File: src/pkg/vpsc_consts.vh
// register map, field positions, reset values and timing for the voltage command block
`ifndef VPSC_CONSTS_VH
`define VPSC_CONSTS_VH

// ------------------------------
// register offsets (word index on the plain port)
// ------------------------------
`define VPSC_ADDR_CMD        4'h0
`define VPSC_ADDR_SETPOINT   4'h1
`define VPSC_ADDR_CEILING    4'h2
`define VPSC_ADDR_TRIPLVL    4'h3
`define VPSC_ADDR_PENDTRIG   4'h4
`define VPSC_ADDR_RUNMODE    4'h5
`define VPSC_ADDR_COND       4'h6
`define VPSC_ADDR_MASK       4'h7
`define VPSC_ADDR_EVENT      4'h8
`define VPSC_ADDR_ERROR      4'h9
`define VPSC_ADDR_TRIPMAX    4'hA
`define VPSC_ADDR_TRIPMIN    4'hB
`define VPSC_ADDR_SETMIN     4'hC
`define VPSC_ADDR_STATUS     4'hD
`define VPSC_ADDR_STEPDAT    4'hE

// ------------------------------
// command register codes
// ------------------------------
`define VPSC_CMD_FIXED       4'h1
`define VPSC_CMD_SEQRUN      4'h2
`define VPSC_CMD_TRIGGER     4'h3
`define VPSC_CMD_SEQCLEAR    4'h4
`define VPSC_CMD_BRKRESET    4'h5

// ------------------------------
// answer keywords
// ------------------------------
`define VPSC_KW_FIXED        2'h0
`define VPSC_KW_SEQRUN       2'h1
`define VPSC_KW_VOLTAGE_SETPOINT         2'h0
`define VPSC_KW_CURR         2'h1

// ------------------------------
// operating condition bit map
// ------------------------------
`define VPSC_BIT_CAL         0
`define VPSC_BIT_WTG         5
`define VPSC_BIT_CV          8
`define VPSC_BIT_CC          10
`define VPSC_COND_USED       16'h0521

// ------------------------------
// error codes (two's complement, 16 bit)
// ------------------------------
`define VPSC_ERR_NONE        16'h0000
`define VPSC_ERR_RANGE       16'hFF22
`define VPSC_ERR_CMD         16'hFF9F

// ------------------------------
// reset values and timing
// ------------------------------
`define VPSC_RST_CEILING     16'hFFFF
`define VPSC_RST_TRIPLVL     16'hFFFF
`define VPSC_STEP_TIME_NS    1000
`define VPSC_CLK_PERIOD_NS   8
`define VPSC_STEP_CYCLES     (`VPSC_STEP_TIME_NS / `VPSC_CLK_PERIOD_NS)

`endif

File: src/hdl/vpsc_seq_store.v
// step memory that holds the stored voltage sequence
`timescale 1ns/1ns
`default_nettype none

module vpsc_seq_store #(
    parameter DATA_W  = 16,
    parameter DEPTH_W = 3
) (
    input  wire               ref_clk,
    input  wire               ce,
    input  wire               wr_en,
    input  wire [DEPTH_W-1:0] wr_idx,
    input  wire [DATA_W-1:0]  wr_data,
    input  wire [DEPTH_W-1:0] rd_idx,
    output reg  [DATA_W-1:0]  rd_data
);

    reg [DATA_W-1:0] step_mem [0:(1<<DEPTH_W)-1];

    // --------------------------
    // write port and registered read port
    // --------------------------
    // no reset on the array: contents are only meaningful once written
    always @(posedge ref_clk) begin
        if (ce) begin
            if (wr_en) begin
                step_mem[wr_idx] <= wr_data;
            end
            rd_data <= step_mem[rd_idx];
        end
    end

endmodule // vpsc_seq_store
`default_nettype wire

File: src/hdl/vpsc_cmp_le.v
// registered greater-than compare used for the trip detector
`timescale 1ns/1ns
`default_nettype none

module vpsc_cmp_le #(
    parameter W = 16
) (
    input  wire         ref_clk,
    input  wire         reset,
    input  wire         ce,
    input  wire [W-1:0] a,
    input  wire [W-1:0] b,
    output reg          a_above_b
);

    // --------------------------
    // compare is registered so the trip path meets timing at 125 MHz
    // --------------------------
    always @(posedge ref_clk) begin
        if (reset) begin
            a_above_b <= 1'b0;
        end else if (ce) begin
            a_above_b <= (a > b);
        end
    end

endmodule // vpsc_cmp_le
`default_nettype wire

File: src/hdl/vpsc_voltage_cmds.v
// voltage command and operating status register block
//
// How it works
// - ceiling read returns the last ceiling value software stored.
// - after reset the block is in fixed mode and accepts step writes.
// - sequence-run start executes steps; step writes then raise a command error.
// - fixed command during a run aborts and restores the pre-run setpoint.
// - a completed run leaves the last step's setpoint in force.
// - run-mode read shows sequence keyword while running, fixed keyword otherwise.
// - trip level above factory maximum is rejected with error -222.
// - output above the trip level opens the breaker and shuts output down.
// - trip reads give stored level, factory maximum, or zero minimum.
// - pending trigger value is applied on trigger; above ceiling gives -222.
// - pending trigger read returns the stored pending value.
// - regulation read returns voltage or current keyword per regulation state.
// - setpoint above ceiling is not applied and error -222 is queued.
// - setpoint minimum read always returns zero.
// - condition register is live, unlatched, within 0 to 1313.
// - bit 0 shows calibration busy, bit 5 waiting for trigger.
// - bit 8 constant voltage, bit 10 constant current, others unused.
// - ceiling above stored trip level is rejected with error -222.
// - event register latches every event and clears when read.
//
// The address-and-strobe port and the register offsets were left to the implementer.
`timescale 1ns/1ns
`default_nettype none
`include "vpsc_consts.vh"

module vpsc_voltage_cmds #(
    parameter DATA_W      = 16,
    parameter DEPTH_W     = 3,
    parameter TRIP_MAX    = 16'hF000,
    parameter STEP_CYCLES = `VPSC_STEP_CYCLES
) (
    input  wire              ref_clk,
    input  wire              reset,
    input  wire              ce,
    input  wire [3:0]        addr,
    input  wire [15:0]       wdata,
    input  wire              wr_stb,
    input  wire              rd_stb,
    output reg  [15:0]       rdata,
    input  wire [DATA_W-1:0] output_monitor,
    input  wire              calibrating,
    input  wire              waiting_for_trigger_flag,
    input  wire              constant_voltage_flag,
    input  wire              constant_current_flag,
    output reg  [DATA_W-1:0] voltage_out,
    output reg               breaker_open,
    output reg               seq_running,
    output reg               err_pulse
);

    // --------------------------
    // states of the sequence runner
    // --------------------------
    localparam ST_FIXED = 2'b01;
    localparam ST_RUN   = 2'b10;

    reg [1:0]         state_reg;
    reg [1:0]         state_next;
    reg [DATA_W-1:0]  setpoint_reg;
    reg [DATA_W-1:0]  saved_reg;
    reg [DATA_W-1:0]  ceiling_reg;
    reg [DATA_W-1:0]  trip_reg;
    reg [DATA_W-1:0]  pending_reg;
    reg [15:0]        mask_reg;
    reg [15:0]        event_reg;
    reg [15:0]        cond_prev_reg;
    reg [15:0]        error_reg;
    reg [DEPTH_W-1:0] step_cnt_reg;
    reg [DEPTH_W-1:0] step_idx_reg;
    reg [DEPTH_W:0]   step_len_reg;
    reg [31:0]        dwell_reg;
    reg               load_pend_reg;

    wire [15:0]        cond_live;
    wire [DATA_W-1:0]  step_data;
    wire               over_trip;
    wire               wr_cmd;
    wire               is_run;
    wire               last_step;
    wire               dwell_done;

    assign is_run     = state_reg[1];
    assign wr_cmd     = wr_stb && (addr == `VPSC_ADDR_CMD);
    assign last_step  = ({1'b0, step_idx_reg} + 1'b1) >= step_len_reg;
    assign dwell_done = (dwell_reg == 32'h0);

    // --------------------------
    // live condition word
    // --------------------------
    // live unlatched bits
    assign cond_live = ((16'h0001 << `VPSC_BIT_CAL) & {16{calibrating}})
                     | ((16'h0001 << `VPSC_BIT_WTG) & {16{waiting_for_trigger_flag}})
                     | ((16'h0001 << `VPSC_BIT_CV)  & {16{constant_voltage_flag}})
                     | ((16'h0001 << `VPSC_BIT_CC)  & {16{constant_current_flag}});

    // --------------------------
    // sub blocks
    // --------------------------
    vpsc_seq_store #(
        .DATA_W  (DATA_W),
        .DEPTH_W (DEPTH_W)
    ) u_store (
        .ref_clk (ref_clk),
        .ce      (ce),
        .wr_en   (wr_stb && (addr == `VPSC_ADDR_STEPDAT) && !is_run && !step_len_reg[DEPTH_W]),
        .wr_idx  (step_cnt_reg),
        .wr_data (wdata[DATA_W-1:0]),
        .rd_idx  (step_idx_reg),
        .rd_data (step_data)
    );

    vpsc_cmp_le #(
        .W (DATA_W)
    ) u_trip (
        .ref_clk   (ref_clk),
        .reset     (reset),
        .ce        (ce),
        .a         (output_monitor),
        .b         (trip_reg),
        .a_above_b (over_trip)
    );

    // --------------------------
    // sequence state decode
    // --------------------------
    always @* begin
        state_next = state_reg;
        case (state_reg)
            ST_FIXED: begin
                if (wr_cmd && wdata[3:0] == `VPSC_CMD_SEQRUN && step_len_reg != 0) begin
                    state_next = ST_RUN;
                end
            end
            ST_RUN: begin
                if (wr_cmd && wdata[3:0] == `VPSC_CMD_FIXED) begin
                    state_next = ST_FIXED;
                end else if (dwell_done && last_step && !load_pend_reg) begin
                    state_next = ST_FIXED;
                end
            end
            default: state_next = ST_FIXED;
        endcase
    end

    // --------------------------
    // settings, sequence runner and error queue entry
    // --------------------------
    always @(posedge ref_clk) begin
        if (reset) begin
            state_reg     <= ST_FIXED;
            setpoint_reg  <= {DATA_W{1'b0}};
            saved_reg     <= {DATA_W{1'b0}};
            ceiling_reg   <= `VPSC_RST_CEILING;
            trip_reg      <= `VPSC_RST_TRIPLVL;
            pending_reg   <= {DATA_W{1'b0}};
            mask_reg      <= 16'h0000;
            error_reg     <= `VPSC_ERR_NONE;
            step_cnt_reg  <= {DEPTH_W{1'b0}};
            step_idx_reg  <= {DEPTH_W{1'b0}};
            step_len_reg  <= {(DEPTH_W+1){1'b0}};
            dwell_reg     <= 32'h0;
            load_pend_reg <= 1'b0;
            breaker_open  <= 1'b0;
            err_pulse     <= 1'b0;
        end else if (ce) begin
            state_reg <= state_next;
            err_pulse <= 1'b0;
            if (over_trip) begin
                breaker_open <= 1'b1;
            end
            // step load: the store answers a cycle after the index moves,
            // so a one-cycle dwell comes before each load
            if (is_run && !dwell_done) begin
                dwell_reg <= dwell_reg - 32'h1;
            end else if (is_run && load_pend_reg) begin
                // each step writes the setpoint, last one stays
                setpoint_reg  <= step_data;
                load_pend_reg <= 1'b0;
                dwell_reg     <= STEP_CYCLES;
            end else if (is_run && !last_step) begin
                step_idx_reg  <= step_idx_reg + 1'b1;
                load_pend_reg <= 1'b1;
                dwell_reg     <= 32'h1;
            end
            if (wr_stb) begin
                case (addr)
                    `VPSC_ADDR_SETPOINT: begin
                        if (wdata[DATA_W-1:0] > ceiling_reg) begin
                            error_reg <= `VPSC_ERR_RANGE;
                            err_pulse <= 1'b1;
                        end else begin
                            setpoint_reg <= wdata[DATA_W-1:0];
                        end
                    end
                    `VPSC_ADDR_CEILING: begin
                        if (wdata[DATA_W-1:0] > trip_reg) begin
                            error_reg <= `VPSC_ERR_RANGE;
                            err_pulse <= 1'b1;
                        end else begin
                            ceiling_reg <= wdata[DATA_W-1:0];
                        end
                    end
                    `VPSC_ADDR_TRIPLVL: begin
                        if (wdata[DATA_W-1:0] > TRIP_MAX) begin
                            error_reg <= `VPSC_ERR_RANGE;
                            err_pulse <= 1'b1;
                        end else begin
                            trip_reg <= wdata[DATA_W-1:0];
                        end
                    end
                    `VPSC_ADDR_PENDTRIG: begin
                        if (wdata[DATA_W-1:0] > ceiling_reg) begin
                            error_reg <= `VPSC_ERR_RANGE;
                            err_pulse <= 1'b1;
                        end else begin
                            pending_reg <= wdata[DATA_W-1:0];
                        end
                    end
                    `VPSC_ADDR_MASK: begin
                        mask_reg <= wdata & `VPSC_COND_USED;
                    end
                    `VPSC_ADDR_STEPDAT: begin
                        if (is_run) begin
                            error_reg <= `VPSC_ERR_CMD;
                            err_pulse <= 1'b1;
                        end else if (step_len_reg != (1 << DEPTH_W)) begin
                            step_cnt_reg <= step_cnt_reg + 1'b1;
                            step_len_reg <= step_len_reg + 1'b1;
                        end
                    end
                    `VPSC_ADDR_CMD: begin
                        case (wdata[3:0])
                            `VPSC_CMD_SEQRUN: begin
                                if (!is_run && step_len_reg != 0) begin
                                    saved_reg     <= setpoint_reg;
                                    step_idx_reg  <= {DEPTH_W{1'b0}};
                                    load_pend_reg <= 1'b1;
                                    dwell_reg     <= 32'h1;
                                end
                            end
                            `VPSC_CMD_FIXED: begin
                                if (is_run) begin
                                    setpoint_reg  <= saved_reg;
                                    load_pend_reg <= 1'b0;
                                    dwell_reg     <= 32'h0;
                                end
                            end
                            `VPSC_CMD_TRIGGER: begin
                                setpoint_reg <= pending_reg;
                            end
                            `VPSC_CMD_SEQCLEAR: begin
                                // clearing is a step command too
                                if (is_run) begin
                                    error_reg <= `VPSC_ERR_CMD;
                                    err_pulse <= 1'b1;
                                end else begin
                                    step_cnt_reg <= {DEPTH_W{1'b0}};
                                    step_len_reg <= {(DEPTH_W+1){1'b0}};
                                end
                            end
                            `VPSC_CMD_BRKRESET: begin
                                // a trip in the same cycle wins over the reset
                                breaker_open <= over_trip;
                            end
                            default: begin
                                error_reg <= `VPSC_ERR_CMD;
                                err_pulse <= 1'b1;
                            end
                        endcase
                    end
                    default: begin
                    end
                endcase
            end else if (rd_stb && addr == `VPSC_ADDR_ERROR) begin
                // reading the error entry empties it, unless a write strobe comes in the same cycle
                error_reg <= `VPSC_ERR_NONE;
            end
        end
    end

    // --------------------------
    // event latch: rising condition bits, set wins over read clear
    // --------------------------
    always @(posedge ref_clk) begin
        if (reset) begin
            event_reg     <= 16'h0000;
            // prime the detector with live bits, so reset makes no false event
            cond_prev_reg <= cond_live;
        end else if (ce) begin
            cond_prev_reg <= cond_live;
            if (rd_stb && addr == `VPSC_ADDR_EVENT) begin
                event_reg <= cond_live & ~cond_prev_reg;
            end else begin
                event_reg <= event_reg | (cond_live & ~cond_prev_reg);
            end
        end
    end

    // --------------------------
    // outputs and read mux
    // --------------------------
    always @(posedge ref_clk) begin
        if (reset) begin
            rdata       <= 16'h0000;
            voltage_out <= {DATA_W{1'b0}};
            seq_running <= 1'b0;
        end else if (ce) begin
            // shut down while the breaker is open
            voltage_out <= breaker_open ? {DATA_W{1'b0}} : setpoint_reg;
            seq_running <= state_next[1];
            rdata       <= 16'h0000;
            if (rd_stb) begin
                case (addr)
                    `VPSC_ADDR_SETPOINT: rdata <= setpoint_reg;
                    `VPSC_ADDR_CEILING:  rdata <= ceiling_reg;
                    // stored, maximum and minimum trip level
                    `VPSC_ADDR_TRIPLVL:  rdata <= trip_reg;
                    `VPSC_ADDR_TRIPMAX:  rdata <= TRIP_MAX;
                    `VPSC_ADDR_TRIPMIN:  rdata <= 16'h0000;
                    `VPSC_ADDR_SETMIN:   rdata <= 16'h0000;
                    `VPSC_ADDR_PENDTRIG: rdata <= pending_reg;
                    `VPSC_ADDR_RUNMODE:  rdata <= {14'h0000,
                                             is_run ? `VPSC_KW_SEQRUN : `VPSC_KW_FIXED};
                    // regulation keyword in low bits, breaker in bit 15
                    `VPSC_ADDR_STATUS:   rdata <= {breaker_open, 13'h0000,
                                             constant_current_flag ? `VPSC_KW_CURR
                                                                   : `VPSC_KW_VOLTAGE_SETPOINT};
                    `VPSC_ADDR_COND:     rdata <= cond_live;
                    `VPSC_ADDR_MASK:     rdata <= mask_reg;
                    `VPSC_ADDR_EVENT:    rdata <= event_reg;
                    `VPSC_ADDR_ERROR:    rdata <= error_reg;
                    default:             rdata <= 16'h0000;
                endcase
            end
        end
    end

endmodule // vpsc_voltage_cmds
`default_nettype wire

File: config.mk
export PLATFORM = sky130hd
export DESIGN_NAME = vpsc_voltage_cmds
export DESIGN_NICKNAME = d
export VERILOG_FILES = /design/src/hdl/vpsc_seq_store.v /design/src/hdl/vpsc_cmp_le.v /design/src/hdl/vpsc_voltage_cmds.v
export VERILOG_INCLUDE_DIRS = /design/src /design/src/pkg
export SDC_FILE = /design/constraint.sdc
export NUM_CORES = 1
export LEC_CHECK = 0
export ABC_AREA = 0
export BUFFER_PORTS_ARGS = -buffer_cell sky130_fd_sc_hd__clkbuf_2
export CAP_MARGIN = 20
export CORE_MARGIN = 2
export CORE_UTILIZATION = 35
export CTS_BUF_LIST = sky130_fd_sc_hd__clkbuf_4 sky130_fd_sc_hd__clkbuf_8
export CTS_CLUSTER_DIAMETER = 120
export DETAILED_ROUTE_END_ITERATION = 16
export SKIP_CTS_REPAIR_TIMING = 1
export SLEW_MARGIN = 20
export SYNTH_ARGS = -nofsm -noshare
export SYNTH_HDL_FRONTEND = slang
export SYNTH_SLANG_ARGS = --single-unit
File: constraint.sdc
create_clock -name ref_clk -period 5.2 [get_ports ref_clk]
set_clock_uncertainty 0.2 [all_clocks]
set_input_delay 1.04 -clock ref_clk [delete_from_list [all_inputs] [get_ports ref_clk]]
set_output_delay 1.04 -clock ref_clk [all_outputs]
set_load 0.1 [all_outputs]
== Word level (Yosys, flattened, before mapping) ==
Memories as Yosys holds them, arrays and structs flattened. A register that Yosys moved wholly into a read port is not among the register bits.
Index checks and enable logic that the tools add are counted.
Cells by class
  $add $sub $neg: 5
  multiply operators: 0
  div/mod/pow operators: 0
  order comparisons: 5
  eq/ne operators: 31
  shift operators: 0
  mux-type cells: 74
  bitwise logic cells: 9
  reduce and logical (&&, ||, !) cells: 36
Operator list (number)
  two-way mux 16 bit: 16
  two-way mux 32 bit: 7
  case mux 16 bit (11 select lines): 1
  case mux 16 bit (2 select lines): 3
  case mux 16 bit (5 select lines): 1
  case mux 32 bit (2 select lines): 1
  greater-than comparator 16 bit: 3
  two-way mux 3 bit: 11
  zero test 32 bit: 1
  subtractor 32 x 1 -> 32 bit (second input constant): 1
  equality test 4 x 3 -> 1 bit (second input constant): 6
  two-way mux 1 bit: 21
  equality test 4 bit (second input constant): 5
  bitwise AND 11 x 16 -> 16 bit: 1
  equality test 4 x 2 -> 1 bit (second input constant): 4
  greater-than comparator 16 bit (second input constant): 1
  two-way mux 4 bit: 4
  NOT 16 bit: 1
  bitwise OR 16 bit: 1
  logical AND 1 bit: 15
  AND reduction 7 bit: 2
  != test 3 bit (second input constant): 4
  AND reduction 4 bit: 3
  bitwise OR 9 x 11 -> 11 bit: 1
  29 further kinds: 46
Word-level totals
  flip-flop bits (word level): 212
  latch bits: 0
  memory bits (writable): 128
  memory bits (read-only): 0
  bits of input ports: 45
  output and inout bits: 35
  word-level logic and storage cells: 182
  memories kept: 1
Memories
  u_store.step_mem: words 8, width 16, read ports 1, clocked after memory_dff 1, write ports 1, line vpsc_seq_store.v:18  | reg [DATA_W-1:0] step_mem [0:(1<<DEPTH_W)-1];

== Depth between registers and ports, before layout ==
  depth in word-level cells: 11
  depth in mapped cells: 12
  mapped depth without buffers: 9

== Hierarchy ==
A second synthesis with hierarchy kept.
Second synthesis, totals
  cell total of the unflattened synthesis: 1473
  area, all modules: 15797.7 um^2
By module, submodules not included
  vpsc_voltage_cmds: instances 1, cells an instance 1199, area an instance 9890.7 um^2, seq. area each 3783.6 um^2
  vpsc_seq_store: instances 1, cells an instance 214, area an instance 5456.5 um^2, seq. area each 4324.1 um^2
  vpsc_cmp_le: instances 1, cells an instance 60, area an instance 450.4 um^2, seq. area each 20.0 um^2

== Worst setup path before layout ==
No wires, ideal clock.
  path kind: input to register
  start point: input port addr[2]
  end point: memory u_store.step_mem[1][0], enable pin
  library setup time: 409 ps
  data arrival time: 3201 ps
  data required time: 4591 ps
  setup slack: 1390 ps
  stages: 6
  path buffers: 2
  path through: buf_4 clkbuf_1 nand3_1 nor4_1 nand2_1 nor3_1
Between the ends
  cells in the longest elaborated chain, start to end: 7
Ends and longest elaborated chain
  start, declared: line vpsc_voltage_cmds.v:38  | input wire [3:0] addr,
  equality test 4 bit
  logical AND 1 bit (3 in a row): line vpsc_voltage_cmds.v:108  | .wr_en (wr_stb && (addr == `VPSC_ADDR_STEPDAT) && !is_run && !step_len_reg[DEPTH_W]),
  two-way mux 1 bit: line vpsc_seq_store.v:26  | if (wr_en) begin
  two-way mux 1 bit: line vpsc_seq_store.v:25  | if (ce) begin
  two-way mux 1 bit (implied by the code): line vpsc_seq_store.v:27  | step_mem[wr_idx] <= wr_data;
  end, declared: line vpsc_seq_store.v:18
No other way between the ends.

== Worst setup path after layout ==
  start point: input port wdata[5]
  end point: register ceiling_reg[3]
Between the ends
  cells in the longest elaborated chain, start to end: 3
Ends and longest elaborated chain
  start, declared: line vpsc_voltage_cmds.v:39  | input wire [15:0] wdata,
  greater-than comparator 16 bit: line vpsc_voltage_cmds.v:199  | if (wdata[DATA_W-1:0] > trip_reg) begin
  NOT 1 bit (no source line)
  AND reduction 4 bit (no source line)
  end signal, assigned: line vpsc_voltage_cmds.v:156  | ceiling_reg <= `VPSC_RST_CEILING;
  end signal, assigned: line vpsc_voltage_cmds.v:203  | ceiling_reg <= wdata[DATA_W-1:0];
  end, declared: line vpsc_voltage_cmds.v:64  | reg [DATA_W-1:0] ceiling_reg;
No other way between the ends.
A chain may end at the register's enable or synchronous reset.

==> flow_metrics.env <==
export IMPL_post_route_drc_count=0
export IMPL_setup_tns_ps=0
export IMPL_dp_final_hpwl_um=30900
export IMPL_setup_crit_start_kind="input port"
export IMPL_synthDominantCellAreaShare_pct=28.3
export IMPL_chipWidth_um=216
export IMPL_numPlacedInstances=2083
export IMPL_number_of_enable_flip_flop_cells_after_synthesis=148
export IMPL_crit_path_end_kind="flip-flop"
export IMPL_proportion_of_register_bits_with_asynchronous_set_or_reset_after_synthesis_pct=0
export IMPL_numCtsBuffers=56
export IMPL_crit_chain="clkbuf_2, ha_1, and3_1, a221oi_1, o21ai_0, nor3_1, o2111ai_2, buf_4, mux2i_1, nand2_1"
export IMPL_final_antenna_net_count=0
export IMPL_drt_wirelength_per_cell_um=21.1
export IMPL_fill_count=4359
export IMPL_grt_start_max_net_pins=67
export IMPL_synth_cell_type_count=80
export IMPL_run_status="finished clean"
export IMPL_final_hold_violation_count=0
export IMPL_tritoncts_num_sinks=332
export IMPL_detail_route_first_pass_iterations=6
export IMPL_num_vias=12100
export IMPL_layoutNonFillerInstCount=2188
export IMPL_ctsRootBufferMaster="clkbuf_8"
export IMPL_p_per_cell_area_mw_per_mm2=312
export IMPL_synth_compound_area_share_pct=16.8
export IMPL_start_util_pct=35.5
export IMPL_core_region_area_mm2=0.0443
export IMPL_groute_usage_overall_pct=19.9
export IMPL_cts_tree="done"
export IMPL_die_height_um=216
export IMPL_design_area_mm2=0.0180
export IMPL_synthesis_nets=1568
export IMPL_yosys_top_cells_area="edfxtp_1, dfxtp_1, ha_1, mux4_2, nand2_1"
export IMPL_synthSimpleGateAreaFrac_pct=13.4
export IMPL_main_combinational_cell_family_by_area_after_synthesis="compound AO/OA/AOI/OAI gates"
export IMPL_synth_main_ff_cell="dfxtp_1"
export IMPL_worstSetupPathType="input port to flip-flop"
export IMPL_adder_and_majority_cell_fraction_of_the_synthesized_area_pct=4.61
export IMPL_worst_pin_slew_ps=943
export IMPL_number_of_placement_rows=77
export IMPL_gp_routability_congestion=0.890
export IMPL_max_vdd_ir_drop_mv=0.273
export IMPL_largest_register_ff_count=128
export IMPL_grt_pass1_vias=12000
export IMPL_globalRoute_totalOverflow=0
export IMPL_grt_antenna_before_repair=1
export IMPL_post_route_cells_drive_above_1_share_pct=19.1
export IMPL_final_net_count=1652
export IMPL_numPortBuffers=79
export IMPL_xor_xnor_share_of_the_synthesized_area_pct=0.278
export IMPL_route_final_wire_length_um=46200
export IMPL_min_path_type="flip-flop to flip-flop"
export IMPL_leakage_power_nw=7.00
export IMPL_syn_area_mm2=0.0157
export IMPL_finalWorstPathRequiredPeriod_ps=3370
export IMPL_timing_critical_path_required_ps=5510
export IMPL_slowest_delay_ps=420
export IMPL_worst_slew_margin_rel_pct=36.6
export IMPL_drt_initial_drc_count=1054
export IMPL_htree_num_levels=2
export IMPL_grt_setup_unrepaired="no"
export IMPL_setup_violating_endpoint_count_in_the_final_report=0
export IMPL_critPathMaxFanout=16
export IMPL_via_per_inst=5.54
export IMPL_yosys_warnings=0
export IMPL_critPathArrivalTime_ps=3680
export IMPL_fin_worst_hold_slack_ps=247
export IMPL_cts_path_max_buffers=3
export IMPL_synth_seq_cells=332
export IMPL_area_growth_from_synthesis_to_layout_pct=14.4
export IMPL_sequential_fraction_of_the_synthesis_area_pct=51.7
export IMPL_synth_cells=1465
export IMPL_muxShareOfSynthArea_pct=9.25
export IMPL_postLayoutCoreUtil_pct=40.6
export IMPL_critPathSlowestCell="nor3_1"
export IMPL_clk_insertion_delay_late_ps=680
export IMPL_achievable_frequency_mhz=297
export IMPL_min_period_over_period_pct=64.8
export IMPL_drv_cap=0
export IMPL_clkTransAtPathRegs_ps=60
export IMPL_pin_count=80
export IMPL_placement_cell_area_mm2=0.0168
export IMPL_first_pass_grt_wire_length_um=71900
export IMPL_yosys_area_top_type="edfxtp_1"
export IMPL_final_max_slew_viol_count=0
export IMPL_floorplan_die_area_mm2=0.0466
export IMPL_syn_area_per_cell_um2=10.7
==> through the flow <==
step | setup WS (ps) | power, mW
2_1_floorplan | 1390 | 3.01
3_3_place_gp | 1290 | 3.13
3_5_place_dp | 1240 | 3.14
4_1_cts | 1930 | 5.68
5_1_grt | 1630 | 5.82
6_report | 1830 | 5.62
==> critical path, delay by kind of cell <==
family	cells	cell delay, ps
buf+inv	2	730
simple gates	3	670
fa+ha+maj	1	310
mux	1	160
compound gates	3	740
==> cell usage after synthesis (5+ instances only) <==
library cell / number
mux2_2: 19
or3_1: 7
nor2b_1: 13
dfxtp_1: 184
a22o_1: 37
a22oi_1: 25
a31oi_1: 11
nand3_1: 13
and2_1: 6
nand2b_1: 17
clkbuf_1: 54
nand2_1: 169
buf_1: 6
and3_1: 8
nor2_1: 114
ha_1: 58
o31ai_1: 8
o21ai_1: 13
xor2_1: 5
edfxtp_1: 148
buf_2: 19
a32o_1: 5
mux4_2: 32
mux2i_1: 52
a21oi_1: 86
nor4_1: 13
o21ai_0: 63
o211ai_1: 24
a211oi_1: 12
inv_1: 53
a21o_1: 25
nor3_1: 29
a222oi_1: 10
o22ai_1: 17
nand4_1: 14
a221oi_1: 18
==> cell usage in the layout (no fill, tap or decap), drive strengths merged, types with 52 or more instances in the layout <==
master    n
clkbuf  172
nor2    115
nand2   173
a21oi    86
edfxtp  148
dfxtp   184
mux2i    52
ha       58
inv      55
o21ai    77
==> path summary, 6_finish.rpt <==
check / startpoint / endpoint / slack [ps] / cells past startpoint
worst max-delay path: wdata[5] / ceiling_reg[3] / 1830 / 10
worst min-delay path: rdata[12] / rdata[12] / 250 / 2
worst max register to register: dwell_reg[12] / setpoint_reg[0] / 1990 / 7
worst min register to register: rdata[12] / rdata[12] / 250 / 2
==> layout make-up <==
class	instances	area [um^2]	area share, %
inverter	54	203	1.13
antenna	1	2.50	0.0139
sequential	332	8130	45.2
multi-input combinational	991	7020	39.0
tap	592	741	4.12
clock inverter	11	104	0.577
timing repair buffer	114	658	3.66
clock buffer	93	1140	6.31
==> cells by family after synthesis <==
| family | count (synthesis) |
|---|---|
| fa+ha+maj | 58 |
| mux | 103 |
| flops | 332 |
| xor+xnor | 5 |
| buf+inv | 142 |
| simple gates | 438 |
| compound gates | 387 |
==> power breakdown <==
group | switching (mW) | total [mW] | internal, mW
Clock | 1.10 | 2.54 | 1.43
Sequential | 0.0189 | 2.76 | 2.74
Combinational | 0.230 | 0.322 | 0.0917
Total | 1.35 | 5.62 | 4.27
==> routing by layer <==
metal  vias to the layer above  track usage, %  routed length, um
li1                       5671               -                  -
met1                      5962            25.7              20000
met2                       399            32.9              21900
met3                        98            3.57               2820
met4                         0            7.97               1510
met5                         -               0                  0
(Power assumes the default switching activity.)
